<file path="src/rtl/urx_regs.svh">
`ifndef URX_REGS_SVH
`define URX_REGS_SVH

// ----------------------------------------------------------------
// Register offsets
// ----------------------------------------------------------------
`define URX_ADDR_W          2
`define URX_OFS_STATUS_ONE  2'h0
`define URX_OFS_STATUS_TWO  2'h1
`define URX_OFS_DATA        2'h2
`define URX_OFS_BIT_RATE    2'h3

// ----------------------------------------------------------------
// Field positions
// ----------------------------------------------------------------
`define URX_S1_FULL         5
`define URX_S1_IDLE         4
`define URX_S1_OVERRUN      3
`define URX_S1_NOISE        2
`define URX_S1_FRAMING      1
`define URX_S1_PARITY       0
`define URX_S2_BREAK        1
`define URX_S2_PROGRESS     0
`define URX_BR_PRE_HI       5
`define URX_BR_PRE_LO       4
`define URX_BR_RATE_HI      2
`define URX_BR_RATE_LO      0

// ----------------------------------------------------------------
// Reset values and counts
// ----------------------------------------------------------------
`define URX_RST_BYTE        8'h00
`define URX_RST_PRE         2'h0
`define URX_RST_RATE        3'h0
`define URX_IDLE_BITS_8     4'hA
`define URX_IDLE_BITS_9     4'hB
`define URX_PD_CODE0        4'h1
`define URX_PD_CODE1        4'h3
`define URX_PD_CODE2        4'h4
`define URX_PD_CODE3        4'hD
`define URX_SAMPLE_DIV      2'h3
`define URX_SAMPLES_BIT     4'hF
`endif

</file>
<file path="src/rtl/urx_pkg.sv">
package urx_pkg;
    typedef logic [7:0] urx_byte_t;
    typedef logic [1:0] urx_pre_t;
    typedef logic [2:0] urx_rate_t;
    typedef logic [3:0] urx_cnt_t;
endpackage

</file>
<file path="src/rtl/urx_top.sv">
`include "urx_regs.svh"

module urx_top
(
    input  wire logic                       clk,
    input  wire logic                       sys_rst,
    input  wire logic [`URX_ADDR_W-1:0]     bus_addr,
    input  wire logic [7:0]                 bus_wdata,
    input  wire logic                       bus_wr,
    input  wire logic                       bus_rd,
    output logic [7:0]                      bus_rdata,
    input  wire logic                       receive_pin,
    input  wire logic                       buffered_crystal_clock,
    input  wire logic                       serial_clock_source_select,
    input  wire logic                       receiver_enable,
    input  wire logic                       nine_bit_mode,
    input  wire logic                       idle_line_irq_enable,
    input  wire logic                       overrun_irq_enable,
    input  wire logic                       noise_irq_enable,
    input  wire logic                       framing_irq_enable,
    input  wire logic                       parity_irq_enable,
    input  wire logic                       char_done,
    input  wire logic [7:0]                 char_data,
    input  wire logic                       char_bit8,
    input  wire logic                       noise_det,
    input  wire logic                       stop_low_det,
    input  wire logic                       parity_det,
    input  wire logic                       break_det,
    input  wire logic                       first_slot_low,
    input  wire logic                       false_start,
    output logic                            sample_tick,
    output logic                            bit_tick,
    output logic                            receiver_full_flag,
    output logic                            received_ninth_bit,
    output logic                            rx_irq,
    output logic                            err_irq,
    output logic [7:0]                      tx_byte,
    output logic                            tx_load
);

    // ----------------------------------------------------------------
    // Pin synchronisers
    // ----------------------------------------------------------------
    logic rx_meta_reg;
    logic rx_sync_reg;
    logic xc_meta_reg;
    logic xc_sync_reg;
    logic xc_prev_reg;

    always_ff @(posedge clk or posedge sys_rst)
    begin
        if (sys_rst)
        begin
            rx_meta_reg <= 1'b1;
            rx_sync_reg <= 1'b1;
            xc_meta_reg <= 1'b0;
            xc_sync_reg <= 1'b0;
            xc_prev_reg <= 1'b0;
        end
        else
        begin
            rx_meta_reg <= receive_pin;
            rx_sync_reg <= rx_meta_reg;
            xc_meta_reg <= buffered_crystal_clock;
            xc_sync_reg <= xc_meta_reg;
            xc_prev_reg <= xc_sync_reg;
        end
    end

    // ----------------------------------------------------------------
    // Register bus decode
    // ----------------------------------------------------------------
    logic rd_s1;
    logic rd_s2;
    logic rd_data;
    logic wr_data;
    logic wr_rate;

    assign rd_s1   = bus_rd && (bus_addr == `URX_OFS_STATUS_ONE);
    assign rd_s2   = bus_rd && (bus_addr == `URX_OFS_STATUS_TWO);
    assign rd_data = bus_rd && (bus_addr == `URX_OFS_DATA);
    assign wr_data = bus_wr && (bus_addr == `URX_OFS_DATA);
    assign wr_rate = bus_wr && (bus_addr == `URX_OFS_BIT_RATE);

    // ----------------------------------------------------------------
    // Bit rate generator
    // ----------------------------------------------------------------
    function automatic urx_pkg::urx_cnt_t prescale_divisor(input urx_pkg::urx_pre_t code);
        urx_pkg::urx_cnt_t d;
        d = `URX_PD_CODE0;
        unique case (code)
            2'h0: d = `URX_PD_CODE0;
            2'h1: d = `URX_PD_CODE1;
            2'h2: d = `URX_PD_CODE2;
            2'h3: d = `URX_PD_CODE3;
        endcase
        return d;
    endfunction

    urx_pkg::urx_pre_t  prescaler_field_reg;
    urx_pkg::urx_rate_t rate_divisor_field_reg;
    urx_pkg::urx_cnt_t  pre_cnt_reg;
    logic [6:0]         rate_cnt_reg;
    logic [1:0]         quad_cnt_reg;
    urx_pkg::urx_cnt_t  samp_cnt_reg;
    logic               src_en;
    logic               pre_tick;
    logic               rate_tick;
    logic [6:0]         rate_mask;

    always_ff @(posedge clk or posedge sys_rst)
    begin
        if (sys_rst)
        begin
            prescaler_field_reg    <= `URX_RST_PRE;
            rate_divisor_field_reg <= `URX_RST_RATE;
        end
        else if (wr_rate)
        begin
            prescaler_field_reg    <= bus_wdata[`URX_BR_PRE_HI:`URX_BR_PRE_LO];
            rate_divisor_field_reg <= bus_wdata[`URX_BR_RATE_HI:`URX_BR_RATE_LO];
        end
    end

    // Crystal clock is sampled, so it must stay well below half the bus rate
    assign src_en    = serial_clock_source_select ? (xc_sync_reg && !xc_prev_reg)
                                                  : 1'b1;
    assign pre_tick  = src_en &&
                       (pre_cnt_reg == prescale_divisor(prescaler_field_reg) - 4'h1);
    // Rate divisor is 2**code: tick when the low code bits of a free counter wrap
    assign rate_mask = 7'((8'h01 << rate_divisor_field_reg) - 8'h01);
    assign rate_tick = pre_tick && ((rate_cnt_reg & rate_mask) == rate_mask);
    // 64 = 4 dividing to sample rate times 16 samples a bit
    assign sample_tick = rate_tick && (quad_cnt_reg == `URX_SAMPLE_DIV);
    assign bit_tick    = sample_tick && (samp_cnt_reg == `URX_SAMPLES_BIT);

    always_ff @(posedge clk or posedge sys_rst)
    begin
        if (sys_rst)
        begin
            pre_cnt_reg  <= 4'h0;
            rate_cnt_reg <= 7'h00;
            quad_cnt_reg <= 2'h0;
            samp_cnt_reg <= 4'h0;
        end
        else
        begin
            if (pre_tick)
                pre_cnt_reg <= 4'h0;
            else if (src_en)
                pre_cnt_reg <= pre_cnt_reg + 4'h1;
            if (pre_tick)
                rate_cnt_reg <= rate_cnt_reg + 7'h01;
            if (rate_tick)
                quad_cnt_reg <= quad_cnt_reg + 2'h1;
            if (sample_tick)
                samp_cnt_reg <= samp_cnt_reg + 4'h1;
        end
    end

    // ----------------------------------------------------------------
    // Data buffer, no reset on contents
    // ----------------------------------------------------------------
    urx_pkg::urx_byte_t rx_buf_reg;
    logic               ninth_reg;
    logic               accept;

    assign accept = (char_done || break_det) && !receiver_full_flag;

    always_ff @(posedge clk)
    begin
        if (accept)
        begin
            rx_buf_reg <= break_det ? `URX_RST_BYTE : char_data;
            ninth_reg  <= nine_bit_mode ? (char_bit8 && !break_det)
                                        : (break_det ? 1'b0 : char_data[7]);
        end
    end

    always_ff @(posedge clk)
    begin
        if (wr_data)
            tx_byte <= bus_wdata;
    end

    always_ff @(posedge clk or posedge sys_rst)
    begin
        if (sys_rst)
            tx_load <= 1'b0;
        else
            tx_load <= wr_data;
    end

    assign received_ninth_bit = ninth_reg;

    // ----------------------------------------------------------------
    // Clearing sequence: status read arms, data read clears
    // ----------------------------------------------------------------
    logic [5:0] s1_flags;
    logic [5:0] s1_arm_reg;
    logic       brk_arm_reg;
    logic [5:0] s1_clr;
    logic       brk_clr;

    logic full_reg;
    logic idle_reg;
    logic over_reg;
    logic noise_reg;
    logic frame_reg;
    logic par_reg;
    logic brk_reg;
    logic prog_reg;

    assign s1_flags = {full_reg, idle_reg, over_reg, noise_reg, frame_reg, par_reg};

    always_ff @(posedge clk or posedge sys_rst)
    begin
        if (sys_rst)
        begin
            s1_arm_reg  <= 6'h00;
            brk_arm_reg <= 1'b0;
        end
        else if (rd_data)
        begin
            s1_arm_reg  <= 6'h00;
            brk_arm_reg <= 1'b0;
        end
        else
        begin
            if (rd_s1)
            begin
                // Only flags already up are armed; noise arms on any read
                s1_arm_reg <= s1_flags | (6'h01 << `URX_S1_NOISE);
            end
            if (rd_s2)
                brk_arm_reg <= brk_reg;
        end
    end

    assign s1_clr  = rd_data ? s1_arm_reg : 6'h00;
    assign brk_clr = rd_data && brk_arm_reg;

    // ----------------------------------------------------------------
    // Receive flags; a set in the clearing cycle wins
    // ----------------------------------------------------------------
    always_ff @(posedge clk or posedge sys_rst)
    begin
        if (sys_rst)
        begin
            full_reg  <= 1'b0;
            over_reg  <= 1'b0;
            noise_reg <= 1'b0;
            frame_reg <= 1'b0;
            par_reg   <= 1'b0;
        end
        else
        begin
            full_reg  <= accept || (full_reg && !s1_clr[`URX_S1_FULL]);
            over_reg  <= ((char_done || break_det) && full_reg) ||
                         (over_reg && !s1_clr[`URX_S1_OVERRUN]);
            noise_reg <= noise_det || (noise_reg && !s1_clr[`URX_S1_NOISE]);
            frame_reg <= stop_low_det || break_det ||
                         (frame_reg && !s1_clr[`URX_S1_FRAMING]);
            par_reg   <= parity_det || (par_reg && !s1_clr[`URX_S1_PARITY]);
        end
    end

    assign receiver_full_flag = full_reg;

    // ----------------------------------------------------------------
    // Break flag with line-high rearm
    // ----------------------------------------------------------------
    logic brk_ok_reg;
    logic brk_set;

    assign brk_set = break_det && brk_ok_reg;

    always_ff @(posedge clk or posedge sys_rst)
    begin
        if (sys_rst)
        begin
            brk_reg    <= 1'b0;
            brk_ok_reg <= 1'b1;
        end
        else
        begin
            brk_reg <= brk_set || (brk_reg && !brk_clr);
            if (brk_set)
                brk_ok_reg <= 1'b0;
            else if (rx_sync_reg && !brk_reg)
                brk_ok_reg <= 1'b1;
        end
    end

    // ----------------------------------------------------------------
    // Idle detection
    // ----------------------------------------------------------------
    urx_pkg::urx_cnt_t idle_cnt_reg;
    urx_pkg::urx_cnt_t idle_need;
    logic              idle_ok_reg;
    logic              re_prev_reg;
    logic              idle_hit;

    assign idle_need = nine_bit_mode ? `URX_IDLE_BITS_9 : `URX_IDLE_BITS_8;
    assign idle_hit  = bit_tick && rx_sync_reg && (idle_cnt_reg == idle_need - 4'h1);

    always_ff @(posedge clk or posedge sys_rst)
    begin
        if (sys_rst)
            idle_cnt_reg <= 4'h0;
        else if (!rx_sync_reg || !receiver_enable)
            idle_cnt_reg <= 4'h0;
        else if (bit_tick && (idle_cnt_reg != idle_need))
            idle_cnt_reg <= idle_cnt_reg + 4'h1;
    end

    always_ff @(posedge clk or posedge sys_rst)
    begin
        if (sys_rst)
        begin
            idle_reg    <= 1'b0;
            idle_ok_reg <= 1'b0;
            re_prev_reg <= 1'b0;
        end
        else
        begin
            re_prev_reg <= receiver_enable;
            idle_reg    <= (idle_hit && idle_ok_reg) ||
                           (idle_reg && !s1_clr[`URX_S1_IDLE]);
            if (accept && char_done)
                idle_ok_reg <= 1'b1;
            else if ((receiver_enable && !re_prev_reg) || s1_clr[`URX_S1_IDLE] ||
                     (idle_hit && idle_ok_reg))
                idle_ok_reg <= 1'b0;
        end
    end

    // ----------------------------------------------------------------
    // Reception in progress
    // ----------------------------------------------------------------
    always_ff @(posedge clk or posedge sys_rst)
    begin
        if (sys_rst)
            prog_reg <= 1'b0;
        else if (first_slot_low)
            prog_reg <= 1'b1;
        else if (false_start || idle_hit)
            prog_reg <= 1'b0;
    end

    // ----------------------------------------------------------------
    // Requests and read data
    // ----------------------------------------------------------------
    assign rx_irq  = idle_reg && idle_line_irq_enable;
    assign err_irq = (over_reg && overrun_irq_enable) ||
                     (noise_reg && noise_irq_enable) ||
                     (frame_reg && framing_irq_enable) ||
                     (par_reg && parity_irq_enable);

    always_ff @(posedge clk or posedge sys_rst)
    begin
        if (sys_rst)
            bus_rdata <= `URX_RST_BYTE;
        else if (bus_rd)
        begin
            unique case (bus_addr)
                `URX_OFS_STATUS_ONE: bus_rdata <= {2'b00, s1_flags};
                `URX_OFS_STATUS_TWO: bus_rdata <= {6'h00, brk_reg, prog_reg};
                `URX_OFS_DATA:       bus_rdata <= rx_buf_reg;
                `URX_OFS_BIT_RATE:   bus_rdata <= {2'b00, prescaler_field_reg, 1'b0,
                                                   rate_divisor_field_reg};
            endcase
        end
        else
            bus_rdata <= `URX_RST_BYTE;
    end

    // ----------------------------------------------------------------
    // Checks
    // ----------------------------------------------------------------
    overrun_keep_a: assert property (
        @(posedge clk) disable iff (sys_rst)
        (char_done && full_reg) |=> over_reg && $stable(rx_buf_reg))
        else $error("overrun did not hold the buffer");

    overrun_skip_a: assert property (
        @(posedge clk) disable iff (sys_rst)
        (rd_s1 && !over_reg) ##1 (!rd_data && !rd_s1)[*3] ##1 (rd_data && over_reg)
        |=> over_reg)
        else $error("overrun cleared without being armed");

    full_clear_a: assert property (
        @(posedge clk) disable iff (sys_rst)
        (rd_s1 && full_reg) ##1 !bus_rd ##1 (rd_data && !char_done && !break_det)
        |=> !full_reg)
        else $error("receiver full not cleared");

    idle_set_a: assert property (
        @(posedge clk) disable iff (sys_rst)
        $rose(idle_reg) |-> $past(rx_sync_reg) && $past(idle_ok_reg))
        else $error("idle set without high line or arming");

    break_flags_a: assert property (
        @(posedge clk) disable iff (sys_rst)
        brk_set |=> brk_reg && frame_reg && full_reg)
        else $error("break did not set companion flags");

    // Line has stayed low since the break flag was last cleared
    logic brk_low_reg;

    always_ff @(posedge clk or posedge sys_rst)
    begin
        if (sys_rst)
            brk_low_reg <= 1'b0;
        else if (brk_clr)
            brk_low_reg <= 1'b1;
        else if (rx_sync_reg)
            brk_low_reg <= 1'b0;
    end

    break_quiet_a: assert property (
        @(posedge clk) disable iff (sys_rst)
        brk_low_reg && !rx_sync_reg && break_det |=> !$rose(brk_reg))
        else $error("break set again without line high");

    error_req_a: assert property (
        @(posedge clk) disable iff (sys_rst)
        (over_reg && overrun_irq_enable) |-> err_irq)
        else $error("overrun request missing");

    idle_req_a: assert property (
        @(posedge clk) disable iff (sys_rst)
        $rose(idle_reg) && idle_line_irq_enable |-> rx_irq)
        else $error("idle request missing");

    progress_set_a: assert property (
        @(posedge clk) disable iff (sys_rst)
        first_slot_low |=> prog_reg)
        else $error("progress flag did not set");

    rate_div_a: assert property (
        @(posedge clk) disable iff (sys_rst)
        (rate_divisor_field_reg == 3'h0) && pre_tick |-> rate_tick)
        else $error("rate divisor one not honoured");

endmodule

</file>
<file path="config.mk">
export PLATFORM = sky130hd
export DESIGN_NAME = urx_top
export DESIGN_NICKNAME = d
export VERILOG_FILES = /design/src/rtl/urx_pkg.sv /design/src/rtl/urx_top.sv
export VERILOG_INCLUDE_DIRS = /design/src /design/src/rtl
export SDC_FILE = /design/constraint.sdc
export NUM_CORES = 1
export LEC_CHECK = 0
export ABC_AREA = 1
export BUFFER_PORTS_ARGS = -buffer_cell sky130_fd_sc_hd__buf_2
export CELL_PAD_IN_SITES_DETAIL_PLACEMENT = 1
export CELL_PAD_IN_SITES_GLOBAL_PLACEMENT = 1
export CORE_MARGIN = 4
export CORE_UTILIZATION = 35
export CTS_CLUSTER_SIZE = 8
export DETAILED_ROUTE_END_ITERATION = 10
export GPL_TIMING_DRIVEN = 0
export MAX_ROUTING_LAYER = met4
export PLACE_DENSITY_LB_ADDON = 0.1
export SLEW_MARGIN = 15
export SYNTH_ARGS = -nofsm -noshare
export SYNTH_HDL_FRONTEND = slang
export SYNTH_SLANG_ARGS = --single-unit
</file>
<file path="constraint.sdc">
create_clock -name clk -period 2 [get_ports clk]
set_input_delay 0 -clock clk [delete_from_list [all_inputs] [get_ports clk]]
set_output_delay 0 -clock clk [all_outputs]
set_load 0.05 [all_outputs]
</file>
Word level (Yosys, flattened, before mapping). Index checks and enable logic that the tools add are counted.

Reduce and logical (&&, ||, !) cells: 73. Shift operators: 1. Equality and inequality tests: 12. Mux-type cells: 22. Add/subtract/negate cells: 8. Bitwise operators: 1.

Operator list (count): $logic_and A1 B1 Y1 (34); $pmux W8 S4 (1); $mux W6 (3); $logic_or A1 B1 Y1 (16); $mux W4 (4); $pmux W4 S4 (1); $logic_not A1 Y1 (14); $reduce_bool A2 Y1 (7); $add A4 B1 Y4 const B (3); $mux W1 (12); $eq A2 B2 Y1 const B (5); $eq A4 B4 Y1 (2); $mux W8 (1); $sub A4 B1 Y4 const B (2); $add A7 B1 Y7 const B (1); $and A7 B7 Y7 (1); $eq A7 B7 Y1 (1); $shl A1 B3 Y7 const A (1); $sub A7 B1 Y7 const B (1); $eq A2 B1 Y1 const B (2); $eq A4 B4 Y1 const B (1); $logic_not A2 Y1 (2); $ne A4 B4 Y1 (1); $add A2 B1 Y2 const B (1).

Output and inout bits: 23. Bits of input ports: 40. Flip-flop bits (word level): 75.

Longest topological paths before layout. Gate-level depths: netlist (run 1).

Word-level depth: 14. Mapped depth: 15.

Worst setup path before layout (run 1). No wires, ideal clock.

Kind: reg2out. Start point: register rate_divisor_field_reg[1]. End point: output port bit_tick. Cell stages (with the launch flop): 13. Path slack: -0.558 ns. Arrival: 2.558 ns. Cell sequence: dfrtp_1 buf_6 nor2_1 nand2_1 ha_1 inv_1 nand2_1 nand3_1 nor2_2 nand2_2 nor2_4 nand3_4 nor3_1.

Longest elaborated chain between the ends: 7.

RTL lines: from (decl) (line urx_top.sv:101) `urx_pkg::urx_rate_t rate_divisor_field_reg;`; from (signal assigned) (line urx_top.sv:116) `` rate_divisor_field_reg <= `URX_RST_RATE; ``; from (signal assigned) (line urx_top.sv:121) `` rate_divisor_field_reg <= bus_wdata[`URX_BR_RATE_HI:`URX_BR_RATE_LO]; ``; $shl A1 B3 Y7 * (line urx_top.sv:131) `assign rate_mask = 7'((8'h01 << rate_divisor_field_reg) - 8'h01);`; $sub A7 B1 Y7 * (line urx_top.sv:131); $and A7 B7 Y7 (line urx_top.sv:132) `assign rate_tick = pre_tick && ((rate_cnt_reg & rate_mask) == rate_mask);`; $eq A7 B7 Y1 * (line urx_top.sv:132); $logic_and A1 B1 Y1 * (line urx_top.sv:132); $logic_and A1 B1 Y1 * (line urx_top.sv:134) `` assign sample_tick = rate_tick && (quad_cnt_reg == `URX_SAMPLE_DIV); ``; $logic_and A1 B1 Y1 * (line urx_top.sv:135) `` assign bit_tick = sample_tick && (samp_cnt_reg == `URX_SAMPLES_BIT); ``; to (decl) (line urx_top.sv:32) `output logic bit_tick,`.

Every way passes the cells marked *; elsewhere a longest branch is shown, timed or not.

Final worst setup path (run 1). Ends and elaborated chain as after synthesis.

==> metrics list, run 1 <==
* Initial core utilization: 35.7%
* Depth of the worst hold-timing path: 4
- Of all flip-flops after synthesis, the portion carrying an async set or reset was 77.3%.
- First-pass detailed-route iteration total: 4
* Most common cell after layout, fill and taps aside: sky130_fd_sc_hd__nand2_1
- Buffer depth of the longest clock path: 2
* Post-route ant nets: 0
* Global routing's busiest layer: met2
* CTS tree: done
- Cells fill 48.1% of the core in the end.
- Synthesis produced a netlist whose cell count is 368.
* Count of flip-flops with a built-in enable after synthesis: 17
- Count of distinct cell types in the synthesized netlist: 35
* PnR worst setup slack: -0.174 ns
* Remaining DRCs: 0
- For this run, global-route usage on met1 was measured as 22.0%.
* Area of the placeable core: ~9700 um2
* Power density over the cells: 915 nW/um2
- Total global-route track usage: 17.3%
* IO buf count: 62
- Setup violations remaining at the end of the flow were counted as 12.
- Violations in the final reports: negative setup slack
* Hold EP: bus_rdata[1]
- Reg2Reg Setup Slack: -0.13 ns
- For this design, the sink count on the clock tree is between 70 and 80.
- The average instance in the mapped netlist occupies 9.43 um2.
- Post-synthesis cell area: between 3000 and 4000 um2
* Worst Min Path Start: bus_addr[1]
- The via count of the first global-routing pass came to 3060.
- The analysis attributes to cell leakage a power of around 0.0024 uW.
- Max Cap Violations: 0
- Measured against its own limit, the worst slew margin works out to 46.8%.
* Synth Flop Type: sky130_fd_sc_hd__dfrtp_1
* Number of buffers added by the clock tree synthesis step: 9
* Die X-Extent: 108 um
- From synthesis to final layout, the design area changed by 34.8%.
- In the final routed layout, each cell accounts on average for 14.2 um.
* Routed wire length: 8.81 mm
- Global Route met2 Usage: 27.9%
- Clock H-tree levels: 3
- Fmax achieved: 0.460 GHz
* Cell area reported after detailed placement: ~4000 um2
- Via-per-instance ratio: roughly 4.6
- Summing all non-filler instances in the final layout gives an area of 4680 um2.
* Skew-Pair Late Insertion Delay: 0.34 ns
- The worst register-to-register path begins at rate_divisor_field_reg[1].
- The die covers between 10000 and 15000 um2.
* Post-route clock period utilization: 109%
- Counting I/O delays and the setup requirement, the final critical path takes 2.17 ns.
- Pin placement for this block handled 63 I/O pins.
- Category of the critical setup timing path: flip-flop to primary output
- Setup repair after global routing missed its margin: yes
- Setup crit end kind: primary output
- Power comes to around 4300 uW.
- Synthesis produced a netlist with a net count of 416.
- Number of failing hold endpoints at the final stage: 0
* Die Height: between 100 and 150 um
- The congestion estimate from routability-driven global placement came to 0.760.
* Number of antenna violations at the first check in global routing: 0
- Detailed Route Iter0 Violations: ~100
- Logic depth of the worst register-to-register path: 16
- Arrival @ worst endpoint: 2.17 ns
- Worst clock skew on the final layout: around 0.008 ns
- After floorplanning, the core was divided into 36 placement rows.
* Met3 GRT Util: 2.94%
- The Yosys step of the flow raised 0 warnings.
* Share of layout cells above drive strength 1: between 20% and 30%
- Maximum number of pins on one net before global-route repair: 47
* Count of final max-slew check failures: 0
- The final route contains 2826 vias.
- The final layout contains 531 nets.
- HPWL after DPL: 6.15 mm
* Global-route wire length before repair: 15.2 mm
* Kind of start point of the critical path: flip-flop
* Number of flip-flops and latches in the synthesized netlist: 75
- In this run the worst path has a maximum fanout of 3.
- In this run the worst hold path is classified as primary input to flip-flop.
- Library cell used as clock root buffer: sky130_fd_sc_hd__clkbuf_8
* Sum Neg Setup Slack: -1.33 ns
- Ant diodes: 0
- WP data required: 2.00 ns
* Status: finished with violations
* Leading cell types in the layout, fill and taps excluded: 67 x sky130_fd_sc_hd__nand2_1, 60 x sky130_fd_sc_hd__buf_2, 56 x sky130_fd_sc_hd__inv_1
- At the pin with the least slew margin, the transition time is 0.795 ns.
* Total grt overflow: 0
- IR analysis of the VDD net gives a maximum drop of 0.000474 V.
- After clock tree synthesis, the clock-pin slew on the worst setup and hold paths is 0.08 ns.
- Sequential-to-total area share from yosys stat: roughly 57%
- The endpoint identified for the worst register-to-register timing path is samp_cnt_reg[3].
routing by layer:
layer / vias to the layer above / wire [um] / part of all wire [%]
li1: 1410 / - / -
met3: 13 / 213 / 2.4
met4: 0 / 153 / 1.7
met5: - / 0 / 0
met2: 39 / 4420 / 50
met1: 1364 / 4020 / 46
synth_stat cells, types with 2 or more instances:
master / count / area [um2]
sky130_fd_sc_hd__a21oi_1: 14 / 70.1
sky130_fd_sc_hd__clkbuf_1: 2 / 7.51
sky130_fd_sc_hd__dfrtp_1: 55 / 1380
sky130_fd_sc_hd__dfstp_2: 3 / 78.8
sky130_fd_sc_hd__edfxtp_1: 17 / 510
sky130_fd_sc_hd__ha_1: 8 / 100
sky130_fd_sc_hd__inv_1: 59 / 221
sky130_fd_sc_hd__inv_2: 6 / 22.5
sky130_fd_sc_hd__nand2_1: 71 / 267
sky130_fd_sc_hd__nand2_2: 6 / 37.5
sky130_fd_sc_hd__nand3_1: 20 / 100
sky130_fd_sc_hd__nand3_2: 2 / 20.0
sky130_fd_sc_hd__nand3_4: 2 / 35.0
sky130_fd_sc_hd__nand4_1: 10 / 62.6
sky130_fd_sc_hd__nor2_1: 34 / 128
sky130_fd_sc_hd__nor2_2: 5 / 31.3
sky130_fd_sc_hd__nor2_4: 5 / 56.3
sky130_fd_sc_hd__o211ai_1: 3 / 22.5
sky130_fd_sc_hd__o21ai_0: 16 / 80.1
sky130_fd_sc_hd__o22ai_1: 4 / 25.0
sky130_fd_sc_hd__xnor2_1: 3 / 26.3
sky130_fd_sc_hd__xor2_1: 10 / 87.6
kinds of logic (layout without fill, tap and decap cells):
family                     after synthesis  after routing  share of synthesized area, %
AOI/OAI and AO/OA                       42             42                          6.74
and+or+nand+nor                        160            160                          22.3
adders and majority gates                8              8                          2.89
DFF                                     75             75                          56.7
xor gates and xnor gates                14             14                          3.75
buffers and inverters                   69            189                          7.68
power by group:
part           internal, uW  switching [uW]
Combinational           414             698
Sequential             1830             188
Clock                   572             578
final cells by class:
class / count / area (um2)
buffer: 2 / 7.51
clock buffer: 9 / 124
clock inverter: 7 / 68.8
fill: 1171 / 5050
inverter: 66 / 258
multi-input combinational: 224 / 1320
sequential: 75 / 1970
tap: 133 / 166
timing repair buffer: 105 / 761
metrics by stage:
stage	setup WS (ns)	hold WS, ns	cells
after floorplan	0.0121	0.00448	368
after global placement	-0.350	0.106	563
after detailed placement	-0.160	-0.0603	564
after CTS	-0.260	0.0310	618
after global routing	-0.320	0.0404	621
final	-0.174	0.0422	621
worst max path at each step:
stage                              start              end  depth (start not counted)
2_1_floorplan  rate_divisor_field_reg[1]  samp_cnt_reg[3]                         14
3_3_place_gp                     sys_rst         over_reg                          2
3_5_place_dp      prescaler_field_reg[0]  idle_cnt_reg[0]                         12
4_1_cts        rate_divisor_field_reg[1]         bit_tick                         13
5_1_grt        rate_divisor_field_reg[1]         bit_tick                         12
6_report       rate_divisor_field_reg[1]         bit_tick                         12
worst max-delay path: stages, from the launching register on:
cell                      delay, ns
sky130_fd_sc_hd__dfrtp_2       0.43
sky130_fd_sc_hd__nor2_4        0.13
sky130_fd_sc_hd__nand2_2       0.07
sky130_fd_sc_hd__ha_4          0.26
sky130_fd_sc_hd__inv_2         0.03
sky130_fd_sc_hd__nand2_2       0.05
sky130_fd_sc_hd__nand3_2       0.07
sky130_fd_sc_hd__nor2_4        0.10
sky130_fd_sc_hd__nand2_2       0.07
sky130_fd_sc_hd__nor2_4        0.13
sky130_fd_sc_hd__nand3_4       0.10
sky130_fd_sc_hd__nor3_4        0.19
sky130_fd_sc_hd__buf_6         0.18
repair_timing:
item                                    in CTS  in global routing
endpoints found under the setup margin      11                 16
setup buffers                                9                  4
pin swaps                                    4                 12
hold buffers                                29                  0
endpoints found under the hold margin       91                  0
cloned                                       0                  0
resized for setup                           17                 14
Power figures use the tool's default switching activity.
==> inputs of run 2 (changes only) <==
Settings changed: REMOVE_ABC_BUFFERS from default to 1.
Clock period 2 ns to 2.3 ns, I/O delays scaled along.
==> run 2 against run 1 <==
  * The run now ends clean
  * Clock skew fell by 0.0011 ns
  * Global-route usage fell by 0.76 points
  * Flip-flop and latch count did not move
  * Sequential share of layout area rose by 0.66 points
==> metrics list, run 2 (same netlist as run 1, synthesis figures left out) <==
- Setup crit end kind: primary output
* Total global-route track usage: 16.6%
* Initial core utilization: 35.7%
- The worst register-to-register path has a depth of 15.
* Cell count after placement: 561
* Global-route wire length before repair: 14.7 mm
* CTS tree: done
- Counting I/O delays and the setup requirement, the final critical path takes roughly 2.2 ns.
* Via-per-instance ratio: 4.52
* Area growth from synthesis to final layout: 32.7%
- Power density over the cells: roughly 850 nW/um2
- The H-tree generated during clock tree synthesis spans 3 levels.
* IO buf count: 62
* NetSw: 1260 uW
- Total grt overflow: 0
- WP data required: 2.30 ns
* Crit path buffers/inverters: 2
- The worst hold path terminates at brk_ok_reg.
- Clock-pin slew on the worst setup and hold paths: 0.08 ns
* Category of the critical setup timing path: flip-flop to primary output
* Highest net fanout along the worst path: 6
- Number of failing hold endpoints at the final stage: 0
- Number of buffers added by the clock tree synthesis step: 9
- Die X-Extent: 108 um
- On the critical path the largest part of the delay comes from simple AND/OR/NAND/NOR gates.
- Worst Max-Slew Pin Slew: between 0.8 and 0.9 ns
- Crit. path cell count: 12
* Ant diodes: 0
* Cell with the largest stage delay on the worst path: sky130_fd_sc_hd__dfrtp_2
- Fmax achieved: 0.446 GHz
- Final setup violation count: 0
* Buffer depth of the longest clock path: 2
- Total via count after detailed routing: between 2000 and 3000
- In this run the core area contains 36 standard-cell rows.
* Skew-Pair Late Insertion Delay: roughly 0.34 ns
- Sequential power share: 44.4%
* Count of final max-slew check failures: 0
- Peak per-stage delay on the critical path: 0.43 ns
- First-pass detailed-route iteration total: 4
* Worst Min Path Start: break_det
- Leakage dissipation: roughly 0.0023 uW
* Worst clock skew on the final layout: about 0.0069 ns
* Post-route ant nets: 0
- Number of global-route vias before repair: 3097
- Detailed Route Iter0 Violations: 72
* Switching power share of the total: 32.1%
- Library cell used as clock root buffer: sky130_fd_sc_hd__clkbuf_8
* Number of placed I/O pins: 63
- After routing the design area is 4600 um2.
- In this run the worst hold path is classified as primary input to flip-flop.
- Setup repair after global routing could not meet its margin everywhere.
- Kind of start point of the critical path: flip-flop
- The library cell used most frequently in the layout, excluding fill and tap cells, is sky130_fd_sc_hd__nand2_1.
- Cell area reported after detailed placement: 3960 um2
- Post-Route Utilization: 47.3%
* Worst r2r dst: idle_ok_reg
* Highest ir drop seen on vdd: 0.000375 V
* Layout net count: 523
- The top cell types in the final layout, fill and taps aside, are 68 x sky130_fd_sc_hd__nand2_1, 60 x sky130_fd_sc_hd__buf_2, 57 x sky130_fd_sc_hd__inv_1.
* HPWL after DPL: between 6 and 7 mm
* Worst R2R Start: rate_divisor_field_reg[1]
- Final Total Pwr: 3930 uW
- Counting instances, the worst hold path has a depth of 2.
- Final weighted congestion in routability-driven placement: 0.743
- Worst slew margin relative to its limit: 45.8%
- STA puts the critical path data arrival time at roughly 2.2 ns.
- Of the total power, the clock network draws 31.2%.
- Cell internal power was estimated by the tool at 2670 uW.
* Number of antenna violations at the first check in global routing: 0
- The worst register-to-register path has a setup slack of between 0.15 and 0.2 ns.
- For this design, the sink count on the clock tree is 75.
- Final instance count without filler cells: around 600
- Max Cap Violations: 0
- Chain of cells forming the critical path: nor2_4, nand2_2, ha_4, inv_2, nand2_2, nand3_2, nor2_4, nand2_2, nor2_4, nand3_4, nor3_4, buf_6
- After detailed routing, the number of remaining DRC violations is 0.
* Relative contribution of combinational cells to total power: 24.4%
* Die area: 11600 um2
- Die Height: 108 um
- The flow ran to the end, and the final reports show no timing, DRC or antenna violations.
* Share of layout cells above drive strength 1: between 20% and 30%
- For this block, the routed nets add up to 8.46 mm of wire.
- In the finished design, the share of the clock period the worst path needs comes to a little over nine tenths.
* Maximum number of pins on one net before global-route repair: between 50 and 60
* Detailed-route wire length per cell: 13.8 um
- Area of the placeable core: 9730 um2
==> run 2: power by group through the flow <==
stage	clock network (uW)	registers (uW)	logic [uW]
CTS	1260	1740	925
floorplan	0	1840	542
detailed placement	0	1780	851
global route	1330	1780	1090
global placement	0	1780	821
finish	1230	1740	959
==> run 2: final cells by class <==
class	instances	area [um2]
clock inverter	7	115
sequential	75	1970
multi-input combinational	224	1290
tap	133	166
clock buffer	9	124
inverter	66	250
fill	1159	5120
timing repair buffer	99	687
==> run 2: repair_timing <==
item | CTS | global route
hold buffers | 28 | 0
setup endpoints to repair | 2 | 6
gates resized for setup | 7 | 11
hold endpoints to repair | 91 | 0
setup buffers | 3 | 5
pin swaps | 0 | 10
==> run 2: how the worst max path moves through the flow <==
stage                                          from               to  slack [ns]
after floorplan           rate_divisor_field_reg[1]         bit_tick       -0.27
after global placement                      sys_rst          tx_load       -0.03
after detailed placement  rate_divisor_field_reg[1]  idle_cnt_reg[0]        0.11
after CTS                 rate_divisor_field_reg[2]         bit_tick       0.002
after global routing      rate_divisor_field_reg[1]         bit_tick        -0.1
final                     rate_divisor_field_reg[1]         bit_tick        0.06
==> run 2: stage by stage <==
step,setup TNS (ns),worst slack (ns),hold slack [ns]
after global placement,-1.74,-0.0348,0.106
after global routing,-0.111,-0.0958,0.0363
after detailed placement,0,0.105,-0.0839
after CTS,0,0.00188,0.00342
final,0,0.0597,0.0131
after floorplan,-0.273,-0.273,0.00448
==> run 2: per-layer routing <==
metal,GRT usage (%),vias to the layer above,wire (um)
li1,-,1390,-
met1,20.6,1329,3780
met2,27.9,38,4320
met3,3.18,12,272
met4,4.33,0,82
met5,-,-,0
